## src/inc/fep_pkg.sv

```systemverilog
// Package: constants for the fast EEPROM PROM-replacement port controller
package fep_pkg;
	localparam int          ADDR_W_SMALL  = 11;
	localparam int          ADDR_W_LARGE  = 12;
	localparam int          DATA_W        = 8;
	localparam int          COL_W         = 4;
	localparam int          CLK_MHZ       = 250;
	localparam int          CLK_PERIOD_PS = 4000;
	localparam int          PULSE_MS      = 5;
	localparam int          PULSE_CYCLES  = PULSE_MS * 1000 * CLK_MHZ;
	localparam int          SETTLE_NS     = 20;
	localparam int          SETTLE_CYCLES = (SETTLE_NS * 1000 + CLK_PERIOD_PS - 1) / CLK_PERIOD_PS;
	localparam int          RECOVER_NS    = 10000;
	localparam int          RECOVER_CYCLES = (RECOVER_NS * 1000) / CLK_PERIOD_PS;
	localparam int          ACCESS_NS     = 60;
	localparam int          ACCESS_CYCLES = (ACCESS_NS * 1000 + CLK_PERIOD_PS - 1) / CLK_PERIOD_PS;
	typedef enum logic [2:0]
	{
		FEP_IDLE   = 3'b000,
		FEP_SETUP  = 3'b001,
		FEP_ACCESS = 3'b011,
		FEP_PULSE  = 3'b010,
		FEP_HOLD   = 3'b110,
		FEP_DONE   = 3'b111
	} fep_state_t;
endpackage

```

## src/inc/fep_timer_if.sv

```systemverilog
// Interface: load and expiry between controller and its cycle timer
`timescale 1ns/1ps
`default_nettype none
interface fep_timer_if #(parameter int CNT_W = 21);
	logic             load;
	logic [CNT_W-1:0] count;
	logic             expired;
	modport ctrl  (output load, output count, input expired);
	modport timer (input load, input count, output expired);
endinterface
`default_nettype wire

```

## src/verilog/fep_timer.sv

```systemverilog
// Down-counting cycle timer for phase lengths
`timescale 1ns/1ps
`default_nettype none
module fep_timer #(parameter int CNT_W = 21)
(
	input  wire logic     ref_clk,
	input  wire logic     rst,
	fep_timer_if.timer    tmr
);
	logic [CNT_W-1:0] cnt_reg;
	logic [CNT_W-1:0] cnt_next;
	assign cnt_next    = tmr.load ? tmr.count :
	                     (cnt_reg != '0) ? cnt_reg - 1'b1 : cnt_reg;
	// Load kept out of expiry, or the sequencer would loop on itself
	assign tmr.expired = (cnt_reg == '0);
	always_ff @(posedge ref_clk or posedge rst)
	begin
		if (rst)
			cnt_reg <= '0;
		else
			cnt_reg <= cnt_next;
	end
endmodule // fep_timer
`default_nettype wire

```

## src/verilog/fep_host.sv

```systemverilog
// Host-side controller driving the fast EEPROM PROM-replacement port
//
// Operation
// - A read places the wanted address on the address pins before any output enable.
// - Selects move to read levels only after the address has settled.
// - During a write pulse address, data and a low secondary select are held steady.
// - The high-voltage level is applied on its own pin, primary select held high, as one pulse of 5 ms per byte.
`timescale 1ns/1ps
`default_nettype none
module fep_host #(
	parameter int LARGE        = 0,
	parameter int PULSE_CYCLES = fep_pkg::PULSE_CYCLES
)
(
	input  wire logic                                 ref_clk,
	input  wire logic                                 rst,
	input  wire logic                                 req_valid,
	input  wire logic                                 req_write,
	input  wire logic [fep_pkg::ADDR_W_LARGE-1:0]     req_addr,
	input  wire logic [fep_pkg::DATA_W-1:0]           req_wdata,
	output logic                                      req_ready,
	output logic                                      rsp_valid,
	output logic      [fep_pkg::DATA_W-1:0]           rsp_rdata,
	output logic      [fep_pkg::ADDR_W_SMALL-1:0]     mem_addr,
	output logic                                      primary_select_n,
	output logic                                      programming_high_voltage,
	output logic                                      secondary_select,
	output logic                                      tertiary_select_or_top_address_bit,
	input  wire logic [fep_pkg::DATA_W-1:0]           mem_data_in,
	output logic      [fep_pkg::DATA_W-1:0]           mem_data_out,
	output logic                                      mem_data_oe_n
);
	localparam int CNT_W = 32;
	if (LARGE != 0 && LARGE != 1)
	begin : g_chk_large
		$error("LARGE must be 0 or 1");
	end
	if (PULSE_CYCLES < 1)
	begin : g_chk_pulse
		$error("PULSE_CYCLES must be at least 1");
	end

	// ------------------------------------------------------------
	// Timer
	// ------------------------------------------------------------
	fep_timer_if #(.CNT_W(CNT_W)) tmr ();
	fep_timer #(.CNT_W(CNT_W)) u_timer
	(
		.ref_clk (ref_clk),
		.rst     (rst),
		.tmr     (tmr)
	);

	// ------------------------------------------------------------
	// State and registers
	// ------------------------------------------------------------
	fep_pkg::fep_state_t                   state_reg;
	fep_pkg::fep_state_t                   state_next;
	logic                                  write_reg;
	logic [fep_pkg::ADDR_W_LARGE-1:0]      addr_reg;
	logic [fep_pkg::DATA_W-1:0]            wdata_reg;
	logic [fep_pkg::DATA_W-1:0]            rdata_reg;
	logic                                  rsp_reg;
	logic [fep_pkg::DATA_W-1:0]            sync1_reg;
	logic [fep_pkg::DATA_W-1:0]            sync2_reg;
	logic                                  hv_reg;

	wire take    = req_valid && (state_reg == fep_pkg::FEP_IDLE);
	wire t_exp   = tmr.expired;
	wire in_read = (state_reg == fep_pkg::FEP_ACCESS) && !write_reg;
	wire in_pulse = (state_reg == fep_pkg::FEP_PULSE);
	wire in_wr   = write_reg && (state_reg == fep_pkg::FEP_SETUP || in_pulse
	               || state_reg == fep_pkg::FEP_HOLD);

	assign req_ready = (state_reg == fep_pkg::FEP_IDLE);

	// ------------------------------------------------------------
	// Sequencing
	// ------------------------------------------------------------
	always_comb
	begin
		state_next = state_reg;
		tmr.load   = 1'b0;
		tmr.count  = '0;
		case (state_reg)
			fep_pkg::FEP_IDLE:
				if (take)
				begin
					// Address first, selects later
					state_next = fep_pkg::FEP_SETUP;
					tmr.load   = 1'b1;
					tmr.count  = CNT_W'(fep_pkg::SETTLE_CYCLES - 1);
				end
			fep_pkg::FEP_SETUP:
				if (t_exp)
				begin
					tmr.load = 1'b1;
					if (write_reg)
					begin
						// Single pulse, no erase first
						state_next = fep_pkg::FEP_PULSE;
						tmr.count  = CNT_W'(PULSE_CYCLES - 1);
					end
					else
					begin
						state_next = fep_pkg::FEP_ACCESS;
						tmr.count  = CNT_W'(fep_pkg::ACCESS_CYCLES + 1);
					end
				end
			fep_pkg::FEP_ACCESS:
				if (t_exp)
					state_next = fep_pkg::FEP_DONE;
			fep_pkg::FEP_PULSE:
				if (t_exp)
				begin
					state_next = fep_pkg::FEP_HOLD;
					tmr.load   = 1'b1;
					tmr.count  = CNT_W'(fep_pkg::RECOVER_CYCLES - 1);
				end
			fep_pkg::FEP_HOLD:
				if (t_exp)
					state_next = fep_pkg::FEP_DONE;
			fep_pkg::FEP_DONE:
				state_next = fep_pkg::FEP_IDLE;
			default:
				state_next = fep_pkg::FEP_IDLE;
		endcase
	end

	always_ff @(posedge ref_clk or posedge rst)
	begin
		if (rst)
			state_reg <= fep_pkg::FEP_IDLE;
		else
			state_reg <= state_next;
	end

	always_ff @(posedge ref_clk or posedge rst)
	begin
		if (rst)
		begin
			write_reg <= 1'b0;
			addr_reg  <= '0;
			wdata_reg <= '0;
		end
		else if (take)
		begin
			// Held for the whole pulse
			write_reg <= req_write;
			addr_reg  <= req_addr;
			wdata_reg <= req_wdata;
		end
	end

	// Pin data passes two flops before use
	always_ff @(posedge ref_clk or posedge rst)
	begin
		if (rst)
		begin
			sync1_reg <= '0;
			sync2_reg <= '0;
		end
		else
		begin
			sync1_reg <= mem_data_in;
			sync2_reg <= sync1_reg;
		end
	end

	// Last access sample is what the device drove
	always_ff @(posedge ref_clk or posedge rst)
	begin
		if (rst)
		begin
			rdata_reg <= '0;
			rsp_reg   <= 1'b0;
		end
		else
		begin
			if (in_read && t_exp)
				rdata_reg <= sync2_reg;
			rsp_reg <= (state_reg == fep_pkg::FEP_DONE) && !write_reg;
		end
	end
	assign rsp_valid = rsp_reg;
	assign rsp_rdata = rdata_reg;

	// Registered so a state decode glitch never reaches the high-voltage pin
	always_ff @(posedge ref_clk or posedge rst)
	begin
		if (rst)
			hv_reg <= 1'b0;
		else
			hv_reg <= in_pulse && write_reg;
	end

	// ------------------------------------------------------------
	// Pins
	// ------------------------------------------------------------
	// Bits 0..3 column, rest row; top bit shared with third select
	wire top_bit = addr_reg[fep_pkg::ADDR_W_LARGE-1];
	assign mem_addr = addr_reg[fep_pkg::ADDR_W_SMALL-1:0];
	assign tertiary_select_or_top_address_bit = (LARGE != 0) ? top_bit : in_read;
	// Read: primary low, secondary high, third select high when small; write: high voltage, secondary low
	assign primary_select_n         = !in_read;
	assign programming_high_voltage = hv_reg;
	assign secondary_select         = in_read;
	// Drive data only in write mode
	assign mem_data_out  = wdata_reg;
	assign mem_data_oe_n = !in_wr;
endmodule // fep_host
`default_nettype wire

```

## config.mk

```make
export PLATFORM = sky130hd
export DESIGN_NAME = fep_host
export DESIGN_NICKNAME = d
export VERILOG_FILES = /design/src/inc/fep_pkg.sv /design/src/inc/fep_timer_if.sv /design/src/verilog/fep_timer.sv /design/src/verilog/fep_host.sv
export SDC_FILE = /design/constraint.sdc
export NUM_CORES = 1
export LEC_CHECK = 0
export BUFFER_PORTS_ARGS = -buffer_cell sky130_fd_sc_hd__buf_4
export CAP_MARGIN = 25
export CORE_MARGIN = 4
export CORE_UTILIZATION = 56
export CTS_CLUSTER_SIZE = 10
export DETAILED_ROUTE_END_ITERATION = 6
export HOLD_SLACK_MARGIN = 0.06
export PLACE_DENSITY = 0.8
export SETUP_SLACK_MARGIN = 0.3
export SLEW_MARGIN = 10
export SYNTH_ARGS = -nofsm -noshare
export SYNTH_HDL_FRONTEND = slang
export SYNTH_HIERARCHICAL = 1
export SYNTH_SLANG_ARGS = --single-unit
export TNS_END_PERCENT = 100
```

## constraint.sdc

```tcl
create_clock -name ref_clk -period 4.5 [get_ports ref_clk]
set_clock_uncertainty 0.15 [all_clocks]
set_input_delay 0.9 -clock ref_clk [delete_from_list [all_inputs] [get_ports ref_clk]]
set_output_delay 0.9 -clock ref_clk [all_outputs]
set_load 0.02 [all_outputs]
```

# Yosys cells after proc, flatten, opt, wreduce, memory -nomap -nowiden
# Cells that the tools add are included.
# word_totals
rom_bits,0
ff_bits,81
ramBits,0
latch_bits,0
mem_count,0
out_inout_bits,34
# classes
add_sub_neg,1
n_shift,0
bitwise,0
mux,16
mul,0
order_cmp,0
div_mod_pow,0
eq_ne,9
n_reduce_logical,18
# ops
cell,n
32-bit 2-to-1 mux,2
21-bit one-hot mux with 3 select lines,1
21-bit 2-to-1 mux,2
32-bit zero test,1
32-bit nonzero test,1
32-bit by 1-bit subtractor with 32-bit output (second input constant),1
3-bit 2-to-1 mux,5
12-bit 2-to-1 mux,1
3-bit one-hot mux with 4 select lines,1
3-bit by 2-bit equality test with 1-bit output (second input constant),2
3-bit equality test (second input constant),2
1-bit logical AND,6
2-bit by 1-bit inequality test with 1-bit output (second input constant),2
2-bit inequality test (second input constant),2
4-bit AND reduction,1
2-bit OR reduction,2
3-bit by 1-bit equality test with 1-bit output (second input constant),1
1-bit zero test,3
3-bit zero test,1
1-bit 2-to-1 mux,3
1-bit logical OR,2
1-bit one-hot mux with 2 select lines,1
2-bit nonzero test,1

# Logic depth before layout (Yosys ltp)
# Gate-level depths: netlist of run 1.
# logic_depth
depth_word,5
mapped_depth,13
ltp_nobuf,11

# By module
# Netlist of run 1, hierarchy kept.
# modules_own_cells
module,seq_area_each_um2,area_per_inst_um2,cells_per_inst,instances
fep_timer,800.8,1926.8,203,1
fep_host,1226.2,1838.0,116,1

# Worst setup path after synthesis of run 1
# No wires, ideal clock.
# synth_timing
path_kind,reg-to-reg
start,register u_timer.cnt_reg[22]
end,register u_timer.cnt_reg[31]
arrival_time_ns,3.068
setup_slack_ns,1.150
setup_time_ns,0.132
synth_period_minus_slack_ns,3.350
required_ns,4.218
path_stages_with_launch,11
cell_sequence,dfrtp_1 > nor4_1 > nand3_1 > nor3_1 > nor2b_1 > nor2_1 > a311oi_1 > clkbuf_1 > clkbuf_1 > mux2i_1 > o21ai_1
# synth_between
elab_chain_len,4
# synth_lines
element,line_no,rtl
"start, declared",fep_timer.sv:10,logic [CNT_W-1:0] cnt_reg;
"start signal, assigned",fep_timer.sv:21,cnt_reg <= cnt_next;
32-bit zero test *,fep_timer.sv:15,assign tmr.expired = (cnt_reg == '0);
via t_exp,fep_host.sv:69,wire t_exp = tmr.expired;
1-bit 2-to-1 mux *,"fep_host.sv:95, fep_host.sv:114",
1-bit one-hot mux with 2 select lines *,fep_host.sv:85,case (state_reg)
via tmr.load,fep_timer_if.sv:5,logic load;
32-bit 2-to-1 mux / 2-bit nonzero test (equally long branches),n/a,
# Mark *: on every way through the listed nets, which the timed path passes. The rest lies on a longest branch. The select of a mux whose other input is x is not followed.
# A chain may end at the register's enable or synchronous reset.

# Final worst setup path of run 1
# layout_timing
start,register u_timer.cnt_reg[22]
end,register u_timer.cnt_reg[12]
# Same word-level chain as after synthesis.

==> results.cfg, run 1 <==
[status]
status = finished clean

[cts]
cts.sinks = 81
cts_tree = done
cts-resized-gates = 0
clock_latency_ps = 340
cts_max_path_buffers = 2
h-tree-depth = 3
cts_buffers = 9
postCtsSetupBuffers = 0
postCtsHoldBufs = 0
clock-root-buffer = clkbuf_8
clk_pin_slew_ps = 90

[pwr]
p_total_mw = 1.45
p_seq_share_pct = 54.1
power_per_cell_area_nw_per_um2 = 316
ir_worst_vdd_uv = 228
clockPowerShare_pct = 38.6
power_frac_comb_pct = 7.3
power.internal_mw = 1.09
netSwitchingPower_mw = 0.358
switching_share_pct = 24.7
p_leak_nw = 2.04

[critical_path]
path_common_cell = buf_4
critPathKind = flop to flop
critPathCaptureType = flop
start_kind = flop
worst_r2r_path_depth = 10
slowest_stage = nor4_1
r2r_setup_slack_ps = 950
path_max_fanout = 29
crit_chain = nor4_1 -> nand3_1 -> nor3_1 -> buf_4 -> nor2b_1 -> nor2_1 -> a311oi_4 -> buf_4 -> or2_2 -> o21ai_0
critPathRequiredTime_ps = 4560
worst_ep_arrival_time_ps = 3610
rr_endpoint = u_timer/cnt_reg[12]$_DFFE_PP0P_
slowest_delay_ps = 660
r2r_start = u_timer/cnt_reg[22]$_DFFE_PP0P_

[synthesis]
synth_seq_cells = 81
synth_compound_area_share_pct = 6.61
synth_top_area_share_pct = 53.8
yosysTopAreaCell = dfrtp_1
synth_cells = 319
ys.flop_type = dfrtp_1
yosys_warnings = 6
synth_cell_type_count = 55
ys_seq_area_share_pct = 53.8
synth_mux_area_share_pct = 10.3
netlist_area_sq_um = 3760
synth_area_leaders = dfrtp_1, mux2_2, xnor2_1, nand2_1, nor4_4
synthXorXnorAreaFrac_pct = 6.51
synthAdderAreaFrac_pct = 0.332
synth-edff-count = 0
avgSynthCellArea_sq_um = 11.8
synth_top_family_by_area = simple AND/OR/NAND/NOR gates
synthArstFlopShare_pct = 100
synth_simple_gate_area_share_pct = 18.8

[sta]
fmax_mhz = 282
finalMaxSlewViolations = 0
rsz0062_at_grt = false
period_share_pct = 78.9
setup-violations-final = 0
tightest_slew_ps = 980
slew_headroom_pct = 34.5
fin_ws_ps = 948
fin_setup_tns_ps = 0
finalCriticalPeriod_ps = 3550
hold_violations = 0

[final_layout]
fillers = 435
stdcell_count = 484
nets = 435
finalInstanceArea_sq_um = 4590
largest_reg_flops = 32
num_antenna_cells = 0
syn2layout_area_growth_pct = 22.0
drive_gt1_share_pct = 33.4

[floorplanning]
dieArea_sq_um = 8100
core_area_sq_um = 6420
die_h_um = 90.0
std_cell_rows = 29
die_w_um = 90.0
initial_core_util_pct = 58.6
io_pins = 66

[detailed_routing]
postRouteAntennaNets = 0
wire_per_inst_um = 15.6
vias = 2616
drt_iter0_drc = 125
drc = 0
drt_first_pass_iters = 5
routed_wl_um = 7540
via_per_inst = 5.40

[place]
dp_cells = 467
place_area_sq_um = 4360
dp_slack_ps = 976
io_buffers = 64
dp_hpwl_um = 5170
routabilityCongestion = 0.782

[run]
drv_cap = 0

[global_route]
antenna_found_initial = 0
overflow = 0
grt_start_max_net_pins = 50
grt.total_usage_pct = 19.8
grt_pass1_vias = 2760
grt_pass1_wl_um = 13000

[worst_hold_path]
hold_depth = 0
hold_path_startpoint = sync1_reg[7]$_DFF_PP0_
hold_path_class = flop to flop
hold_path_end = sync2_reg[7]$_DFF_PP0_
==> layout make-up <==
type	count	area, sq um	area share [%]
flip-flops and latches	81	2030	44.1
well taps	77	96.3	2.10
clock inverters	6	75.1	1.63
multi-input cells	232	1690	36.8
repair buffers	70	538	11.7
clock buffers	10	138	3.00
inverters	8	30.0	0.654
==> through the flow <==
| stage | hold slack (ps) | util (%) |
|---|---|---|
| finish | 202 | 71.5 |
| global route | 217 | 71.5 |
| CTS | 203 | 71.2 |
| detailed placement | 185 | 67.9 |
| global placement | 182 | 67.9 |
| floorplan | 181 | - |
==> power groups by stage <==
stage	clock, mW	combinational [mW]	sequential, mW
after floorplan	0	0.0489	0.804
after global placement	0	0.102	0.797
after detailed placement	0	0.105	0.799
after CTS	0.570	0.106	0.785
after global routing	0.606	0.119	0.790
final	0.559	0.106	0.785
==> critical path: cells and delay by family, from the launching register on <==
| family | cells | cell delay [ps] |
|---|---|---|
| simple gates | 6 | 1900 |
| buf+inv | 2 | 520 |
| flops | 1 | 460 |
| compound gates | 2 | 400 |
==> synthesized netlist by cell type (3+ instances only) <==
| master | number |
|---|---|
| xor2_1 | 9 |
| buf_4 | 3 |
| o21ai_1 | 12 |
| buf_6 | 4 |
| nand3_1 | 6 |
| nor4_2 | 3 |
| nor3_1 | 11 |
| nand2_1 | 36 |
| o31a_1 | 3 |
| nor4_1 | 8 |
| nand2b_1 | 5 |
| inv_1 | 7 |
| nor2_1 | 10 |
| mux2_2 | 26 |
| xnor2_1 | 19 |
| mux2i_1 | 5 |
| nor4_4 | 4 |
| o31ai_1 | 7 |
| dfrtp_1 | 81 |
| clkbuf_1 | 5 |
| mux2_4 | 3 |
| o21ai_0 | 11 |
==> metal layers <==
layer | track usage (%) | vias up | routed length, um
met5 | 0 | - | 0
met4 | 5.99 | 0 | 57
met3 | 6.09 | 6 | 498
met2 | 32.0 | 78 | 3720
met1 | 25.9 | 1262 | 3270
li1 | - | 1270 | -
==> placed cells by master (no fill, tap or decap), drive strengths merged, types with 2 or more instances in the layout <==
master,synthesis,routed
nand3b,2,2
or2,2,2
mux2i,5,5
or4,2,2
clkinv,0,2
xnor2,19,19
buf,8,70
conb,1,18
or4b,2,2
xor2,9,9
dfrtp,81,81
nand2b,6,6
nand3,7,7
mux2,29,29
clkbuf,7,10
nor4b,2,2
nand4,2,2
nand2,38,38
or3,2,2
o21ai,23,23
nor4,15,15
o31a,3,3
and2,2,2
inv,8,10
nor3,13,13
nor2,10,10
o31ai,7,7
==> logic make-up (layout without fill, tap and decap cells) <==
family / Yosys count / count (layout)
muxes: 34 / 34
AOI/OAI and AO/OA: 40 / 40
other: 1 / 18
xor gates and xnor gates: 28 / 28
buffers and inverters: 23 / 94
DFF: 81 / 81
adders and majority gates: 1 / 1
and+or+nand+nor: 111 / 111
==> how the worst max path moves through the flow <==
stage	start	end	slack, ps	depth (start not counted)
final	u_timer/cnt_reg[22]$_DFFE_PP0P_	u_timer/cnt_reg[12]$_DFFE_PP0P_	950	10
after global routing	u_timer/cnt_reg[22]$_DFFE_PP0P_	u_timer/cnt_reg[15]$_DFFE_PP0P_	640	10
after floorplan	u_timer/cnt_reg[22]$_DFFE_PP0P_	u_timer/cnt_reg[31]$_DFFE_PP0P_	1150	10
after CTS	u_timer/cnt_reg[22]$_DFFE_PP0P_	u_timer/cnt_reg[24]$_DFFE_PP0P_	960	10
after detailed placement	u_timer/cnt_reg[22]$_DFFE_PP0P_	u_timer/cnt_reg[24]$_DFFE_PP0P_	980	10
after global placement	u_timer/cnt_reg[22]$_DFFE_PP0P_	u_timer/cnt_reg[14]$_DFFE_PP0P_	1030	10
(Power assumes the default switching activity.)
==> run 2, diff against run 1 <==
- ABC_AREA: not set -> 1
- CORE_UTILIZATION: 56 -> 51
- PLACE_DENSITY: 0.8 -> 0.76
- clock period: 4.5 -> 2.87 ns (I/O delays scaled with it)
==> run 2 against run 1 <==
  * Sequential power up 130%
  * Clock power up 53%
  * Synthesized cell count up 67%
  * Clock-buffer cell count fell by 1
  * Maximum frequency up 46%
  * Worst hold slack worse by 45 ps
  * Design area grew 9.4%
  * Cell count increased by 51%
  * Global-route usage up 0.26 points
  * First-iteration DRC count grew 47%
  * Non-clock buffer count grew 4
  * Power rose to 3.3 times the previous value
  * Critical path type unchanged
==> results.cfg, run 2 <==
[global_route]
antenna_found_initial = 0
overflow = 0
grt_start_max_net_pins = 37
grt_pass1_wl_um = 15800
grt.total_usage_pct = 20.1
grt_pass1_vias = 3581

[detailed_routing]
via_per_inst = 4.99
wire_per_inst_um = 12.8
drt_first_pass_iters = 5
routed_wl_um = 9360
postRouteAntennaNets = 0
vias = 3638
drc = 0
drt_iter0_drc = 184

[final_layout]
layout_commonest_cell = nand2_1
drive_gt1_share_pct = 20.9
syn2layout_area_growth_pct = 22.2
largest_reg_flops = 32
stdcell_count = 729
final_cell_mix = nand2_1, dfrtp_1, buf_4, nor2_1, nand3_1
nets = 655
fillers = 702
num_antenna_cells = 0

[critical_path]
slowest_delay_ps = 410
critPathKind = flop to flop
slowest_stage = dfrtp_1
crit_chain = inv_1 -> ha_1 -> nand3_1 -> nor2_2 -> nand2_1 -> nor3_4 -> buf_4 -> nand3_1 -> o21ai_2 -> nand2_1 -> o21ai_0 -> nand2_1 -> nand2_1
crit_buf_inv = 2
critPathRequiredTime_ps = 3010
path_max_fanout = 11
critPathCaptureType = flop
path_delay_family = simple AND/OR/NAND/NOR gates
path_common_cell = nand2_1
worst_ep_arrival_time_ps = 2580
start_kind = flop

[synthesis]
avgSynthCellArea_sq_um = 7.70
synth_cell_type_count = 28
yosysTopAreaCell = dfrtp_1
synth_top_area_share_pct = 49.3
synth_commonest_cells = nand2_1, dfrtp_1, nor2_1
synth_area_leaders = dfrtp_1, nand2_1, nand3_1, nor2_1, inv_1
ys_seq_area_share_pct = 49.3
synth_most_common_cell = nand2_1
synth_seq_cells = 81
synth_cells = 534
synth-edff-count = 0
netlist_area_sq_um = 4110
ys.flop_type = dfrtp_1
yosys_warnings = 6
synthArstFlopShare_pct = 100

[place]
routabilityCongestion = 0.902
dp_hpwl_um = 6700
dp_cells = 708
io_buffers = 64

[floorplanning]
die_h_um = 97.8
initial_core_util_pct = 52.9
die_w_um = 97.8
io_pins = 66
std_cell_rows = 32
dieArea_sq_um = 9560
core_area_sq_um = 7770

[pwr]
power_per_cell_area_nw_per_um2 = 960
p_leak_nw = 2.61
ir_worst_vdd_uv = 647

[cts]
h-tree-depth = 3
cts_tree = done
cts.sinks = 81
clk_pin_slew_ps = 90
postCtsHoldBufs = 0
clock_latency_ps = 360
cts_buffers = 9
cts_max_path_buffers = 2
clock-root-buffer = clkbuf_8

[sta]
finalCriticalPeriod_ps = 2440
rsz0062_at_grt = false
period_share_pct = 85.0
finalMaxSlewViolations = 0
tightest_slew_ps = 682
fin_setup_tns_ps = 0
setup-violations-final = 0
hold_violations = 0
slew_headroom_pct = 54.5
fmax_mhz = 410

[run]
drv_cap = 0

[status]
status = finished clean

[worst_hold_path]
hold_path_class = primary input to asynchronous set/reset pin
## run 2: cells by family after synthesis
kind of cell	synth area share (%)
XOR/XNOR	3.20
adder cells (fa/ha/maj)	0.304
buffers and inverters	6.27
flip-flops	49.3
AND/OR/NAND/NOR	37.1
AO/OA/AOI/OAI	3.68
other	0.0912
## run 2: final cells by class
cell class,instances,area (sq um),share of cell area [%]
inverter,41,155,3.09
sequential,81,2030,40.4
tap,102,128,2.54
clock buffer,9,124,2.47
timing repair buffer,74,586,11.7
clock inverter,7,77.6,1.54
multi-input combinational,415,1930,38.3
## run 2: what timing repair did
item / 4_1_cts / 5_1_grt
endpoints found under the setup margin: 29 / 31
cloned: 0 / 1
gates resized for setup: 3 / 4
setup buffers: 0 / 4
pin swaps: 0 / 2
## run 2: metrics by stage
| stage | hold WS, ps | power [mW] | util, % | area [sq um] | worst slack, ps |
|---|---|---|---|---|---|
| after floorplan | 181 | 3.30 | - | 4180 | 372 |
| after global placement | 182 | 3.84 | 61.0 | 4740 | 304 |
| after detailed placement | 186 | 3.92 | 61.0 | 4740 | 255 |
| after CTS | 155 | 4.79 | 63.7 | 4940 | 318 |
| after global routing | 149 | 5.22 | 64.7 | 5020 | 300 |
| final | 157 | 4.82 | 64.7 | 5020 | 431 |
## run 2: path summary, 6_finish.rpt
| path | start | end | slack, ps | cells after the start |
|---|---|---|---|---|
| worst min-delay path | rst | u_timer/cnt_reg[30]$_DFFE_PP0P_ | 160 | 3 |
| worst min register to register | sync1_reg[7]$_DFF_PP0_ | sync2_reg[7]$_DFF_PP0_ | 200 | 0 |
| max in group asynchronous | rst | mem_data_out[4]$_DFFE_PP0P_ | 1710 | 3 |
| worst max-delay path | u_timer/cnt_reg[0]$_DFFE_PP0P_ | u_timer/cnt_reg[1]$_DFFE_PP0P_ | 430 | 13 |
| min in group ref_clk | mem_data_in[3] | sync1_reg[3]$_DFF_PP0_ | 170 | 1 |
| worst max register to register | u_timer/cnt_reg[0]$_DFFE_PP0P_ | u_timer/cnt_reg[1]$_DFFE_PP0P_ | 430 | 13 |
## run 2: worst min-delay path, cell delays in order
cell	delay (ps)
buf_4	120
inv_1	40
buf_4	360
## run 2: per-layer routing
metal | routed length, um | up-vias | share of wire, % | global-route usage, %
met4 | 140 | 0 | 1.5 | 6.82
met3 | 479 | 15 | 5.1 | 3.93
li1 | - | 1824 | - | -
met2 | 4660 | 92 | 50 | 34.3
met5 | 0 | - | 0 | 0
met1 | 4080 | 1707 | 44 | 25.7
## run 2: power breakdown
group,switching [mW],total (mW),internal [mW]
Clock,0.447,0.855,0.408
Sequential,0.332,1.82,1.49
Combinational,1.36,2.14,0.779
Total,2.14,4.82,2.68
